File: config.mk
export PLATFORM = sky130hd
export DESIGN_NAME = dpm_perf_meter
export DESIGN_NICKNAME = d
export VERILOG_FILES = /design/src/include/dpm_pkg.sv /design/src/verilog/dpm_event_match.sv /design/src/verilog/dpm_perf_meter.sv /design/src/verilog/dpm_rst_sync.sv
export VERILOG_INCLUDE_DIRS = /design/src /design/src/include
export SDC_FILE = /design/constraint.sdc
export NUM_CORES = 2
export LEC_CHECK = 0
export BUFFER_PORTS_ARGS = -buffer_cell sky130_fd_sc_hd__buf_2
export CELL_PAD_IN_SITES_DETAIL_PLACEMENT = 1
export CELL_PAD_IN_SITES_GLOBAL_PLACEMENT = 2
export CORE_ASPECT_RATIO = 0.8
export CORE_MARGIN = 5
export CORE_UTILIZATION = 36
export CTS_CLUSTER_DIAMETER = 40
export DETAILED_ROUTE_END_ITERATION = 8
export PLACE_DENSITY = 0.78
export SLEW_MARGIN = 20
export SYNTH_ARGS = -nofsm -noshare
export SYNTH_HDL_FRONTEND = slang
export SYNTH_SLANG_ARGS = --single-unit
File: constraint.sdc
create_clock -name ref_clk -period 14.6 [get_ports ref_clk]
set_input_delay 2.92 -clock ref_clk [delete_from_list [all_inputs] [get_ports ref_clk]]
set_output_delay 2.92 -clock ref_clk [all_outputs]
set_load 0.1 [all_outputs]
File: src/include/dpm_defines.svh
`ifndef DPM_DEFINES_SVH
`define DPM_DEFINES_SVH

// register map, per-section offsets inside a stride of 0x20
`define DPM_SEC_CFG 5'h00
`define DPM_SEC_START_ADDR 5'h04
`define DPM_SEC_START_VAL 5'h08
`define DPM_SEC_END_ADDR 5'h0c
`define DPM_SEC_END_VAL 5'h10
`define DPM_SEC_CNT 5'h14
`define DPM_SEC_STATUS 5'h18
`define DPM_GLOBAL_CTRL 8'h40
`define DPM_GLOBAL_CNT_HI 8'h44

// field positions and widths
`define DPM_SEC_SEL_BIT 5
`define DPM_GLOBAL_BIT 6
`define DPM_HIGH_BIT 7
`define DPM_CFG_W 9
`define DPM_MODE_W 2
`define DPM_CLEAR_BIT 0

// counter limits per configuration
`define DPM_MAX_DUAL 64'h0000_0000_ffff_ffff
`define DPM_MAX_WIDE 64'hffff_ffff_ffff_ffff
`define DPM_MAX_REDUCED 64'h0000_0000_00ff_ffff

// reset values
`define DPM_CFG_RST 9'h000
`define DPM_MODE_RST 2'h0
`define DPM_WORD_RST 32'h0000_0000

`endif

File: src/include/dpm_pkg.sv
package dpm_pkg;

  typedef enum logic [3:0] {
    DPM_ITEM_ELAPSED = 4'h0,
    DPM_ITEM_SUP_CYC = 4'h1,
    DPM_ITEM_HANDLE_CYC = 4'h2,
    DPM_ITEM_EXC_CYC = 4'h3,
    DPM_ITEM_IRQ_CYC = 4'h4,
    DPM_ITEM_INST_CNT = 4'h5,
    DPM_ITEM_EVENT_CNT = 4'h6,
    DPM_ITEM_EXC_CNT = 4'h7,
    DPM_ITEM_IRQ_CNT = 4'h8
  } dpm_item_t;

  typedef enum logic [1:0] {
    DPM_MODE_DUAL = 2'h0,
    DPM_MODE_WIDE = 2'h1,
    DPM_MODE_REDUCED = 2'h2
  } dpm_mode_t;

  // event and status signals from the core, all on the core clock
  typedef struct packed {
    logic running;
    logic inst_done;
    logic [31:0] inst_addr;
    logic acc_valid;
    logic [31:0] acc_addr;
    logic [31:0] acc_data;
    logic supervisor;
    logic exc_busy;
    logic irq_busy;
    logic exc_event;
    logic irq_accept;
  } dpm_core_t;

  typedef struct packed {
    logic end_access;
    logic start_access;
    logic end_arm;
    logic start_arm;
    logic one_shot;
    dpm_item_t item;
  } dpm_cfg_t;

  typedef struct packed {
    dpm_cfg_t cfg;
    logic [31:0] start_addr;
    logic [31:0] start_val;
    logic [31:0] end_addr;
    logic [31:0] end_val;
    logic [63:0] cnt;
    logic open;
    logic ovf;
    logic valid;
    logic done;
    logic susp;
    logic passed;
  } dpm_sec_t;

  typedef struct packed {
    dpm_sec_t [1:0] sec;
    dpm_mode_t mode;
    logic run_q;
    logic [31:0] rdata;
  } dpm_state_t;

endpackage : dpm_pkg

File: src/verilog/dpm_event_match.sv
`include "dpm_defines.svh"

module dpm_event_match (
  // event setting
  input wire logic arm,
  input wire logic access,
  input wire logic [31:0] addr,
  input wire logic [31:0] value,
  // core activity
  input wire dpm_pkg::dpm_core_t core,
  // match
  output logic hit
);
  logic exec_hit;
  logic acc_hit;

  // execution event fires when the instruction at the address completes
  assign exec_hit = core.inst_done && (core.inst_addr == addr);
  // access event needs both the location and the compare value
  assign acc_hit = core.acc_valid && (core.acc_addr == addr) && (core.acc_data == value);
  assign hit = arm && (access ? acc_hit : exec_hit);
endmodule : dpm_event_match

File: src/verilog/dpm_perf_meter.sv
// Local design decisions: the register offsets and strobed register access.
`include "dpm_defines.svh"

// Functional notes
// - start only: halt closes the window
// - end only: run start opens window
// - armed instruction completion opens or closes
// - access event needs matching compare value
// - elapsed item counts every open cycle
// - supervisor item counts supervisor open cycles
// - handling item counts interrupt or exception cycles
// - exception cycle item excludes interrupt handling
// - interrupt cycle item excludes exceptions
// - instruction item counts completed instructions
// - event item counts interrupts and exceptions
// - exception count ignores interrupts
// - interrupt count ignores exceptions
// - cycle items accumulate over all passes
// - count items report pass totals
// - no average, maximum or minimum kept
// - one-shot stops after one window
// - one-shot second start suspends measurement
// - count item with no events flags invalid
// - reduced variant offers elapsed item only
// - same-instruction start/end closes or ignores
// - full variant: two 32-bit or one 64-bit
// - reduced variant: one 24-bit counter
// - counter overflow detected and reported
module dpm_perf_meter (
  // clock and reset
  input wire logic ref_clk,
  input wire logic rst_n,
  // core events
  input wire dpm_pkg::dpm_core_t core,
  // register port
  input wire logic [7:0] reg_addr,
  input wire logic [31:0] reg_wdata,
  input wire logic reg_we,
  input wire logic reg_re,
  output logic [31:0] reg_rdata,
  // section status
  output logic [1:0] sec_open,
  output logic [1:0] sec_ovf
);
  dpm_pkg::dpm_state_t st;
  dpm_pkg::dpm_state_t next_st;
  logic rst_sync_n;
  logic [1:0] start_hit;
  logic [1:0] end_hit;
  logic [1:0] sec_on;
  logic [1:0] clr;
  logic [1:0] cnt_item;
  logic run_rise;
  logic run_fall;
  logic [63:0] cnt_max;
  dpm_pkg::dpm_item_t item [1:0];
  logic [1:0] amt [1:0];

  dpm_rst_sync u_rst_sync (
    .ref_clk(ref_clk),
    .rst_n(rst_n),
    .rst_sync_n(rst_sync_n)
  );

  for (genvar g = 0; g < 2; g++) begin : g_sec
    dpm_event_match u_start (
      .arm(st.sec[g].cfg.start_arm),
      .access(st.sec[g].cfg.start_access),
      .addr(st.sec[g].start_addr),
      .value(st.sec[g].start_val),
      .core(core),
      .hit(start_hit[g])
    );
    dpm_event_match u_end (
      .arm(st.sec[g].cfg.end_arm),
      .access(st.sec[g].cfg.end_access),
      .addr(st.sec[g].end_addr),
      .value(st.sec[g].end_val),
      .core(core),
      .hit(end_hit[g])
    );
    // section 1 exists only with the dual 32-bit counters
    assign sec_on[g] = (g == 0) || (st.mode == dpm_pkg::DPM_MODE_DUAL);
    // status write with the clear bit drops that section's results
    // offsets at and above 0x80 are unmapped
    assign clr[g] = reg_we && !reg_addr[`DPM_GLOBAL_BIT] && !reg_addr[`DPM_HIGH_BIT]
      && (reg_addr[`DPM_SEC_SEL_BIT] == 1'(g)) && (reg_addr[4:0] == `DPM_SEC_STATUS)
      && reg_wdata[`DPM_CLEAR_BIT];
    // reduced variant forces the elapsed item
    assign item[g] = (st.mode == dpm_pkg::DPM_MODE_REDUCED) ? dpm_pkg::DPM_ITEM_ELAPSED
      : st.sec[g].cfg.item;
    assign cnt_item[g] = (item[g] == dpm_pkg::DPM_ITEM_INST_CNT)
      || (item[g] == dpm_pkg::DPM_ITEM_EVENT_CNT) || (item[g] == dpm_pkg::DPM_ITEM_EXC_CNT)
      || (item[g] == dpm_pkg::DPM_ITEM_IRQ_CNT);
  end

  assign run_rise = core.running && !st.run_q;
  assign run_fall = !core.running && st.run_q;

  always_comb begin
    unique case (st.mode)
      dpm_pkg::DPM_MODE_WIDE: cnt_max = `DPM_MAX_WIDE;
      dpm_pkg::DPM_MODE_REDUCED: cnt_max = `DPM_MAX_REDUCED;
      default: cnt_max = `DPM_MAX_DUAL;
    endcase
  end

  // increment amount per section for the selected item
  always_comb begin
    for (int i = 0; i < 2; i++) begin
      unique case (item[i])
        dpm_pkg::DPM_ITEM_ELAPSED: amt[i] = 2'h1;
        dpm_pkg::DPM_ITEM_SUP_CYC: amt[i] = {1'b0, core.supervisor};
        dpm_pkg::DPM_ITEM_HANDLE_CYC: amt[i] = {1'b0, core.exc_busy || core.irq_busy};
        dpm_pkg::DPM_ITEM_EXC_CYC: amt[i] = {1'b0, core.exc_busy};
        dpm_pkg::DPM_ITEM_IRQ_CYC: amt[i] = {1'b0, core.irq_busy};
        dpm_pkg::DPM_ITEM_INST_CNT: amt[i] = {1'b0, core.inst_done};
        dpm_pkg::DPM_ITEM_EVENT_CNT: amt[i] = {1'b0, core.exc_event}
          + {1'b0, core.irq_accept};
        dpm_pkg::DPM_ITEM_EXC_CNT: amt[i] = {1'b0, core.exc_event};
        dpm_pkg::DPM_ITEM_IRQ_CNT: amt[i] = {1'b0, core.irq_accept};
        default: amt[i] = 2'h0;
      endcase
    end
  end

  always_comb begin
    logic [64:0] sum;
    logic close;
    sum = 65'h0;
    close = 1'b0;
    next_st = st;
    next_st.run_q = core.running;
    next_st.rdata = `DPM_WORD_RST;

    // register writes
    if (reg_we && reg_addr == `DPM_GLOBAL_CTRL) begin
      next_st.mode = dpm_pkg::dpm_mode_t'(reg_wdata[`DPM_MODE_W-1:0]);
    end
    for (int i = 0; i < 2; i++) begin
      if (reg_we && !reg_addr[`DPM_GLOBAL_BIT] && !reg_addr[`DPM_HIGH_BIT]
          && reg_addr[`DPM_SEC_SEL_BIT] == i[0]) begin
        unique case (reg_addr[4:0])
          `DPM_SEC_CFG: next_st.sec[i].cfg = dpm_pkg::dpm_cfg_t'(reg_wdata[`DPM_CFG_W-1:0]);
          `DPM_SEC_START_ADDR: next_st.sec[i].start_addr = reg_wdata;
          `DPM_SEC_START_VAL: next_st.sec[i].start_val = reg_wdata;
          `DPM_SEC_END_ADDR: next_st.sec[i].end_addr = reg_wdata;
          `DPM_SEC_END_VAL: next_st.sec[i].end_val = reg_wdata;
          default: ;
        endcase
      end
      // clear first so that events in the same cycle still land
      if (clr[i]) begin
        next_st.sec[i].cnt = 64'h0;
        next_st.sec[i].open = 1'b0;
        next_st.sec[i].ovf = 1'b0;
        next_st.sec[i].valid = 1'b0;
        next_st.sec[i].done = 1'b0;
        next_st.sec[i].susp = 1'b0;
        next_st.sec[i].passed = 1'b0;
      end

      // counting uses the window as it stood this cycle; totals only, no per-pass stats
      if (sec_on[i] && st.sec[i].open && amt[i] != 2'h0) begin
        sum = {1'b0, next_st.sec[i].cnt} + {63'h0, amt[i]};
        next_st.sec[i].valid = 1'b1;
        if (sum > {1'b0, cnt_max}) begin
          next_st.sec[i].ovf = 1'b1;
          sum = sum - {1'b0, cnt_max} - 65'h1;
        end
        next_st.sec[i].cnt = sum[63:0];
      end

      // window control
      close = 1'b0;
      if (!sec_on[i]) begin
        next_st.sec[i].open = 1'b0;
      end else if (end_hit[i]) begin
        // end wins on a shared instruction: close if open, otherwise nothing
        close = st.sec[i].open;
      end else if (start_hit[i]) begin
        if (st.sec[i].open && st.sec[i].cfg.one_shot) begin
          next_st.sec[i].open = 1'b0;
          next_st.sec[i].susp = 1'b1;
        end else if (!next_st.sec[i].done && !next_st.sec[i].susp) begin
          next_st.sec[i].open = 1'b1;
        end
      end else if (run_rise && st.sec[i].cfg.end_arm && !st.sec[i].cfg.start_arm
          && !next_st.sec[i].done && !next_st.sec[i].susp) begin
        next_st.sec[i].open = 1'b1;
      end else if (run_fall && st.sec[i].cfg.start_arm && !st.sec[i].cfg.end_arm) begin
        close = st.sec[i].open;
      end
      if (close) begin
        next_st.sec[i].open = 1'b0;
        next_st.sec[i].passed = 1'b1;
        next_st.sec[i].done = st.sec[i].cfg.one_shot;
      end
    end

    // register reads, data valid in the following cycle
    if (reg_re) begin
      if (reg_addr == `DPM_GLOBAL_CTRL) begin
        next_st.rdata = {30'h0, st.mode};
      end else if (reg_addr == `DPM_GLOBAL_CNT_HI) begin
        next_st.rdata = st.sec[0].cnt[63:32];
      end else if (!reg_addr[`DPM_GLOBAL_BIT] && !reg_addr[`DPM_HIGH_BIT]) begin
        for (int i = 0; i < 2; i++) begin
          if (reg_addr[`DPM_SEC_SEL_BIT] == i[0]) begin
            unique case (reg_addr[4:0])
              `DPM_SEC_CFG: next_st.rdata = {23'h0, st.sec[i].cfg};
              `DPM_SEC_START_ADDR: next_st.rdata = st.sec[i].start_addr;
              `DPM_SEC_START_VAL: next_st.rdata = st.sec[i].start_val;
              `DPM_SEC_END_ADDR: next_st.rdata = st.sec[i].end_addr;
              `DPM_SEC_END_VAL: next_st.rdata = st.sec[i].end_val;
              `DPM_SEC_CNT: next_st.rdata = st.sec[i].cnt[31:0];
              // bit 6 marks a finished count pass that never saw its event
              `DPM_SEC_STATUS: next_st.rdata = {25'h0,
                st.sec[i].passed && cnt_item[i] && !st.sec[i].valid,
                st.sec[i].passed, st.sec[i].susp, st.sec[i].done,
                st.sec[i].valid, st.sec[i].ovf, st.sec[i].open};
              default: next_st.rdata = `DPM_WORD_RST;
            endcase
          end
        end
      end
    end
  end

  always_ff @(posedge ref_clk or negedge rst_sync_n) begin
    if (!rst_sync_n) begin
      st <= '0;
    end else begin
      st <= next_st;
    end
  end

  assign reg_rdata = st.rdata;
  assign sec_open = {st.sec[1].open, st.sec[0].open};
  assign sec_ovf = {st.sec[1].ovf, st.sec[0].ovf};
endmodule : dpm_perf_meter

File: src/verilog/dpm_rst_sync.sv
module dpm_rst_sync (
  // clock and raw reset
  input wire logic ref_clk,
  input wire logic rst_n,
  // released reset
  output logic rst_sync_n
);
  logic [1:0] sync;

  always_ff @(posedge ref_clk or negedge rst_n) begin
    if (!rst_n) begin
      sync <= 2'h0;
    end else begin
      sync <= {sync[0], 1'b1};
    end
  end

  assign rst_sync_n = sync[1];
endmodule : dpm_rst_sync
; ---- Word level (Yosys, flattened, before mapping)
; Cells that the tools add are included.
[totals]
ff_bits = 451
input_bits = 148
out_inout_bits = 36
elab_cells = 237
[op_classes]
add_sub_neg = 7
n_eq_ne = 38
mux = 59
magnitude_cmp = 2
bitwise = 1
reduce_logical = 92
[op_table]
columns = op, n
row1 = one-hot mux 32 bit (7 select lines), 2
row2 = == test 32 bit, 12
row3 = two-way mux 64 bit, 4
row4 = two-way mux 32 bit, 5
row5 = two-way mux 70 bit, 2
row6 = adder 64 x 2 -> 65 bit, 2
row7 = > comparator 65 x 64 -> 1 bit, 2
row8 = one-hot mux 64 bit (2 select lines), 1
row9 = subtractor 64 x 1 -> 64 bit (second input constant), 2
row10 = subtractor 64 bit, 2
row11 = logical AND 1 bit, 51
row12 = two-way mux 1 bit, 39
row13 = one-hot mux 2 bit (9 select lines), 2
row14 = == test 4 x 3 -> 1 bit (second input constant), 8
row15 = AND reduction 2 bit, 10
row16 = == test 4 x 2 -> 1 bit (second input constant), 4
row17 = == test 8 x 7 -> 1 bit (second input constant), 2
row18 = == test 5 bit (second input constant), 3
row19 = zero test 1 bit, 14
row20 = nonzero test 2 bit, 6
row21 = == test 5 x 4 -> 1 bit (second input constant), 2
row22 = == test 4 x 1 -> 1 bit (second input constant), 2
row23 = == test 4 bit (second input constant), 2
row24 = zero test 4 bit, 2
row25 = other kinds (10), 18

; ---- Longest topological paths before layout
[logic_depth]
depth_word = 15
mapped_depth = 30
depth_no_buf = 25

; ---- Modules after synthesis
; From an unflattened synthesis, not the netlist that was laid out.
[hier_totals]
cells_unflattened = 3637
hier_area_um2 = 33258.1
[modules_own_cells]
columns = module, cells_each, instances, seq_area_each_um2, area_per_inst_um2
row1 = dpm_perf_meter, 3070, 1, 11235.8, 28835.2
row2 = dpm_event_match, 141, 4, 0.0, 1092.3
row3 = dpm_rst_sync, 3, 1, 50.0, 53.8

; ---- Worst setup path before layout
; OpenSTA, ideal clock, no wires.
[synth_timing]
path_kind = in2reg
start = in reg_addr[3]
end = reg st[78] (netlist bit)
arrival_ns = 9.295
required_time_ns = 14.462
setup_slack_ns = 5.166
setup_time_ns = 0.138
path_buffers = 8
stages = 29
path_cell_list = clkbuf_1 and4bb_2 nand4_1 buf_2 buf_2 clkbuf_1 clkbuf_1 and2_1 ha_1 fa_1 nand3_1 nor2_1 nand3_1 or4_4 clkbuf_1 nor2_1 xnor2_1 ha_1 clkbuf_1 nand4_1 or4_1 or4_1 nor4_1 o2111ai_1 o211ai_1 nand2_2 buf_6 nand2_2 o221ai_1
[synth_lines]
columns = element, line
row1 = "start, declared", dpm_perf_meter.sv:36  ; input wire logic [7:0] reg_addr,
row2 = "end signal, assigned", dpm_perf_meter.sv:234  ; st <= next_st;
row3 = "end, declared", dpm_perf_meter.sv:45  ; dpm_pkg::dpm_state_t st;

==> impl_metrics.tcl <==
set metrics [dict create \
    ys.flop_type "dfrtp_1" \
    grt_first_pass_wirelength_mm 237 \
    cts_inserted_buffers 86 \
    worstMarginPinSlew_ns 1.08 \
    fin_setup_tns_ns 0 \
    status "finished clean" \
    netlist_area_mm2 0.0334 \
    layout_setup_ws_ns 3.50 \
    rsz0062_at_grt "false" \
    port_buffers 183 \
    synth_cells 3661 \
    antenna_found_initial 14 \
    drv_cap 0 \
    slowest_stage "nand2_2" \
    ys_ff_latch 451 \
    layout.cells.non_filler 5034 \
    n_fill_cell 10600 \
    hpwl_mm 127 \
    root_buffer "clkbuf_16" \
    drv_slew 0 \
    setup_viol 0 \
    total_leakage_power_nw 16.8 \
    dp_cells 4870 \
    cts_tree "built" \
    synth_cell_types 94 \
    min_period_ns 11.10 \
    routed_wl_mm 167 \
    netlist.top_cell.by_area "dfrtp_1" \
    htreeDepth 3 \
    synth_area_leaders "dfrtp_1, mux2_2, xnor2_1" \
    maxSlewHeadroom 0.275 \
    vias 31600 \
    path_cells "buf_2 > nor4b_1 > nand4_1 > buf_4 > and2_1 > ha_1 > fa_1 > nand3_1 > nor2_1 > nand3_1 > or4_4 > or2_2 > nor2_1 > xnor2_1 > ha_1 > nand4_1 > or4_1 > or4_1 > nor4_1 > o2111ai_1 > o21ai_1 > nand2_2 > nand2_2 > o221ai_1" \
    async_reset_ff_frac 1.00 \
    post-place-ws_ns 2.97 \
    synth_edf_count 0 \
    ant_nets 0 \
    first_pass_iters 6 \
    power.density_mw_per_mm2 161 \
    drtIter0Drc 3687 \
    path_max_fanout 34 \
    path_buf_inv 2 \
    min_path_cells 0 \
    drive_gt1_frac 0.195 \
    critPathMaxStageDelay_ns 0.75 \
    cts.path.max_buffers 3 \
    finish.net_count 3971 \
    crit_family "simple AND/OR/NAND/NOR gates" \
    io_pins 184 \
    cts_resized 0 \
    clk_latency_ns 0.69 \
    arrival_ns 11.59 \
    cts_setup_buffers 0 \
    synth_nets 3898 \
    route.detailed.drc 0 \
    synth_top_area_frac 0.337 \
    yosysWarnings 0 \
    grt_pass1_vias 31100 \
    synth.avg_cell_area_um2 9.14 \
    gr-total-overflow 0 \
    die_height_um 283 \
    syn2layout_area_growth_pct 14.9 \
    via_per_inst 6.27 \
    core_area_mm2 0.0926 \
    yosysSeqAreaShare 0.337 \
    fin_worst_skew_ns 0.0618 \
    cts_sinks 451 \
    hp-class "reg2reg" \
    grtUsageTotal 0.329 \
    worstSetupPathDepth 24 \
    wl_per_cell_um 33.1 \
    worstSetupPathType "in2reg" \
    die_area_mm2 0.0991 \
    synthTopCellsByCount "dfrtp_1, mux2_2, a21oi_1" \
    rows 100 \
    hold_buffers 0 \
    hold_violations 0 \
    power_w 0.00618 \
    fmax_mhz 90.1 \
    endpoint_kind "register" \
    cp-start-kind "primary input" \
    grt_max_degree 82 \
    fin_crit_sh 0.761 \
    place.gp.congestion 1.08 \
    rr_worst_depth 25 \
    clkTransAtPathRegs_ns 0.05 \
    final_core_util 0.415 \
    yosys.cell_count.top_type "dfrtp_1" \
    die-width_um 351 \
    ir_drop_uv 146 \
    initial_core_util 0.361 \
    critPathRequiredTime_ns 15.09 \
]
## through the flow
stage	area (um2)	hold slack, ns
detailed placement	35300	0.338
global route	38400	0.372
finish	38400	0.353
floorplan	33400	0.331
global placement	35300	0.335
CTS	38400	0.358
## logic make-up (layout without fill, tap and decap cells)
logic type               count (synthesis)  in the layout  synth area share
XOR/XNOR                               479            479             0.125
buffers and inverters                  354            498            0.0454
AO/OA/AOI/OAI                          785            785             0.148
flip-flops                             451            451             0.337
adder cells (fa/ha/maj)                 90             90            0.0345
AND/OR/NAND/NOR                       1054           1054             0.164
multiplexers                           447            447             0.145
other                                    1              6          0.000112
## layout make-up
cell class / instances / area (um2) / share of cell area
multi-input combinational: 2856 / 20800 / 0.541
sequential: 451 / 11300 / 0.294
clock buffer: 105 / 2320 / 0.0605
tap: 1224 / 1530 / 0.0398
timing repair buffer: 235 / 1320 / 0.0342
clock inverter: 54 / 787 / 0.0205
inverter: 104 / 390 / 0.0102
antenna: 5 / 12.5 / 0.000326
## power by group
| group | switching, W | internal, W | total, W | leakage, nW |
|---|---|---|---|---|
| registers | 0.000293 | 0.00139 | 0.00169 | 6.04 |
| clock network | 0.000807 | 0.00134 | 0.00215 | 1.50 |
| logic | 0.00145 | 0.000891 | 0.00234 | 9.24 |
| total | 0.00255 | 0.00362 | 0.00618 | 16.8 |
## routing by layer
layer / global-route usage / up-vias / wire (um)
met5: 0 / - / 63
met4: 0.0916 / 10 / 5300
met3: 0.111 / 274 / 18600
met2: 0.465 / 1480 / 67200
li1: - / 13500 / -
met1: 0.477 / 16300 / 75500
## placed cells by master, fill, tap and decap left out, drive strengths merged, types with 29 or more instances in the layout
cell / n
nor4: 81
ha: 85
o22ai: 44
xnor2: 262
nand4: 113
a21o: 42
nor2: 188
buf: 235
xor2: 217
o221ai: 36
nand2: 235
mux2i: 151
or3: 38
o21ai: 165
clkbuf: 105
a21oi: 269
mux2: 296
nor3: 96
inv: 118
and3: 29
dfrtp: 451
nand3: 127
## registers in the layout, indices dropped and copies added, names as in the netlist
name	flops
reg_rdata	32
sec_open	2
sec_ovf	2
st	413
u_rst_sync.sync	2
## worst paths after layout
path                                     from            endpoint  slack [ns]
max                               reg_addr[5]              st[78]        3.50
min                        u_rst_sync.sync[0]  u_rst_sync.sync[1]        0.35
max reg2reg                            st[33]              st[78]        4.66
min reg2reg                u_rst_sync.sync[0]  u_rst_sync.sync[1]        0.35
max in group asynchronous  u_rst_sync.sync[1]             st[392]       11.18
min in group asynchronous  u_rst_sync.sync[1]             st[418]        0.51
Note: power is estimated with default switching activity, not from simulation.
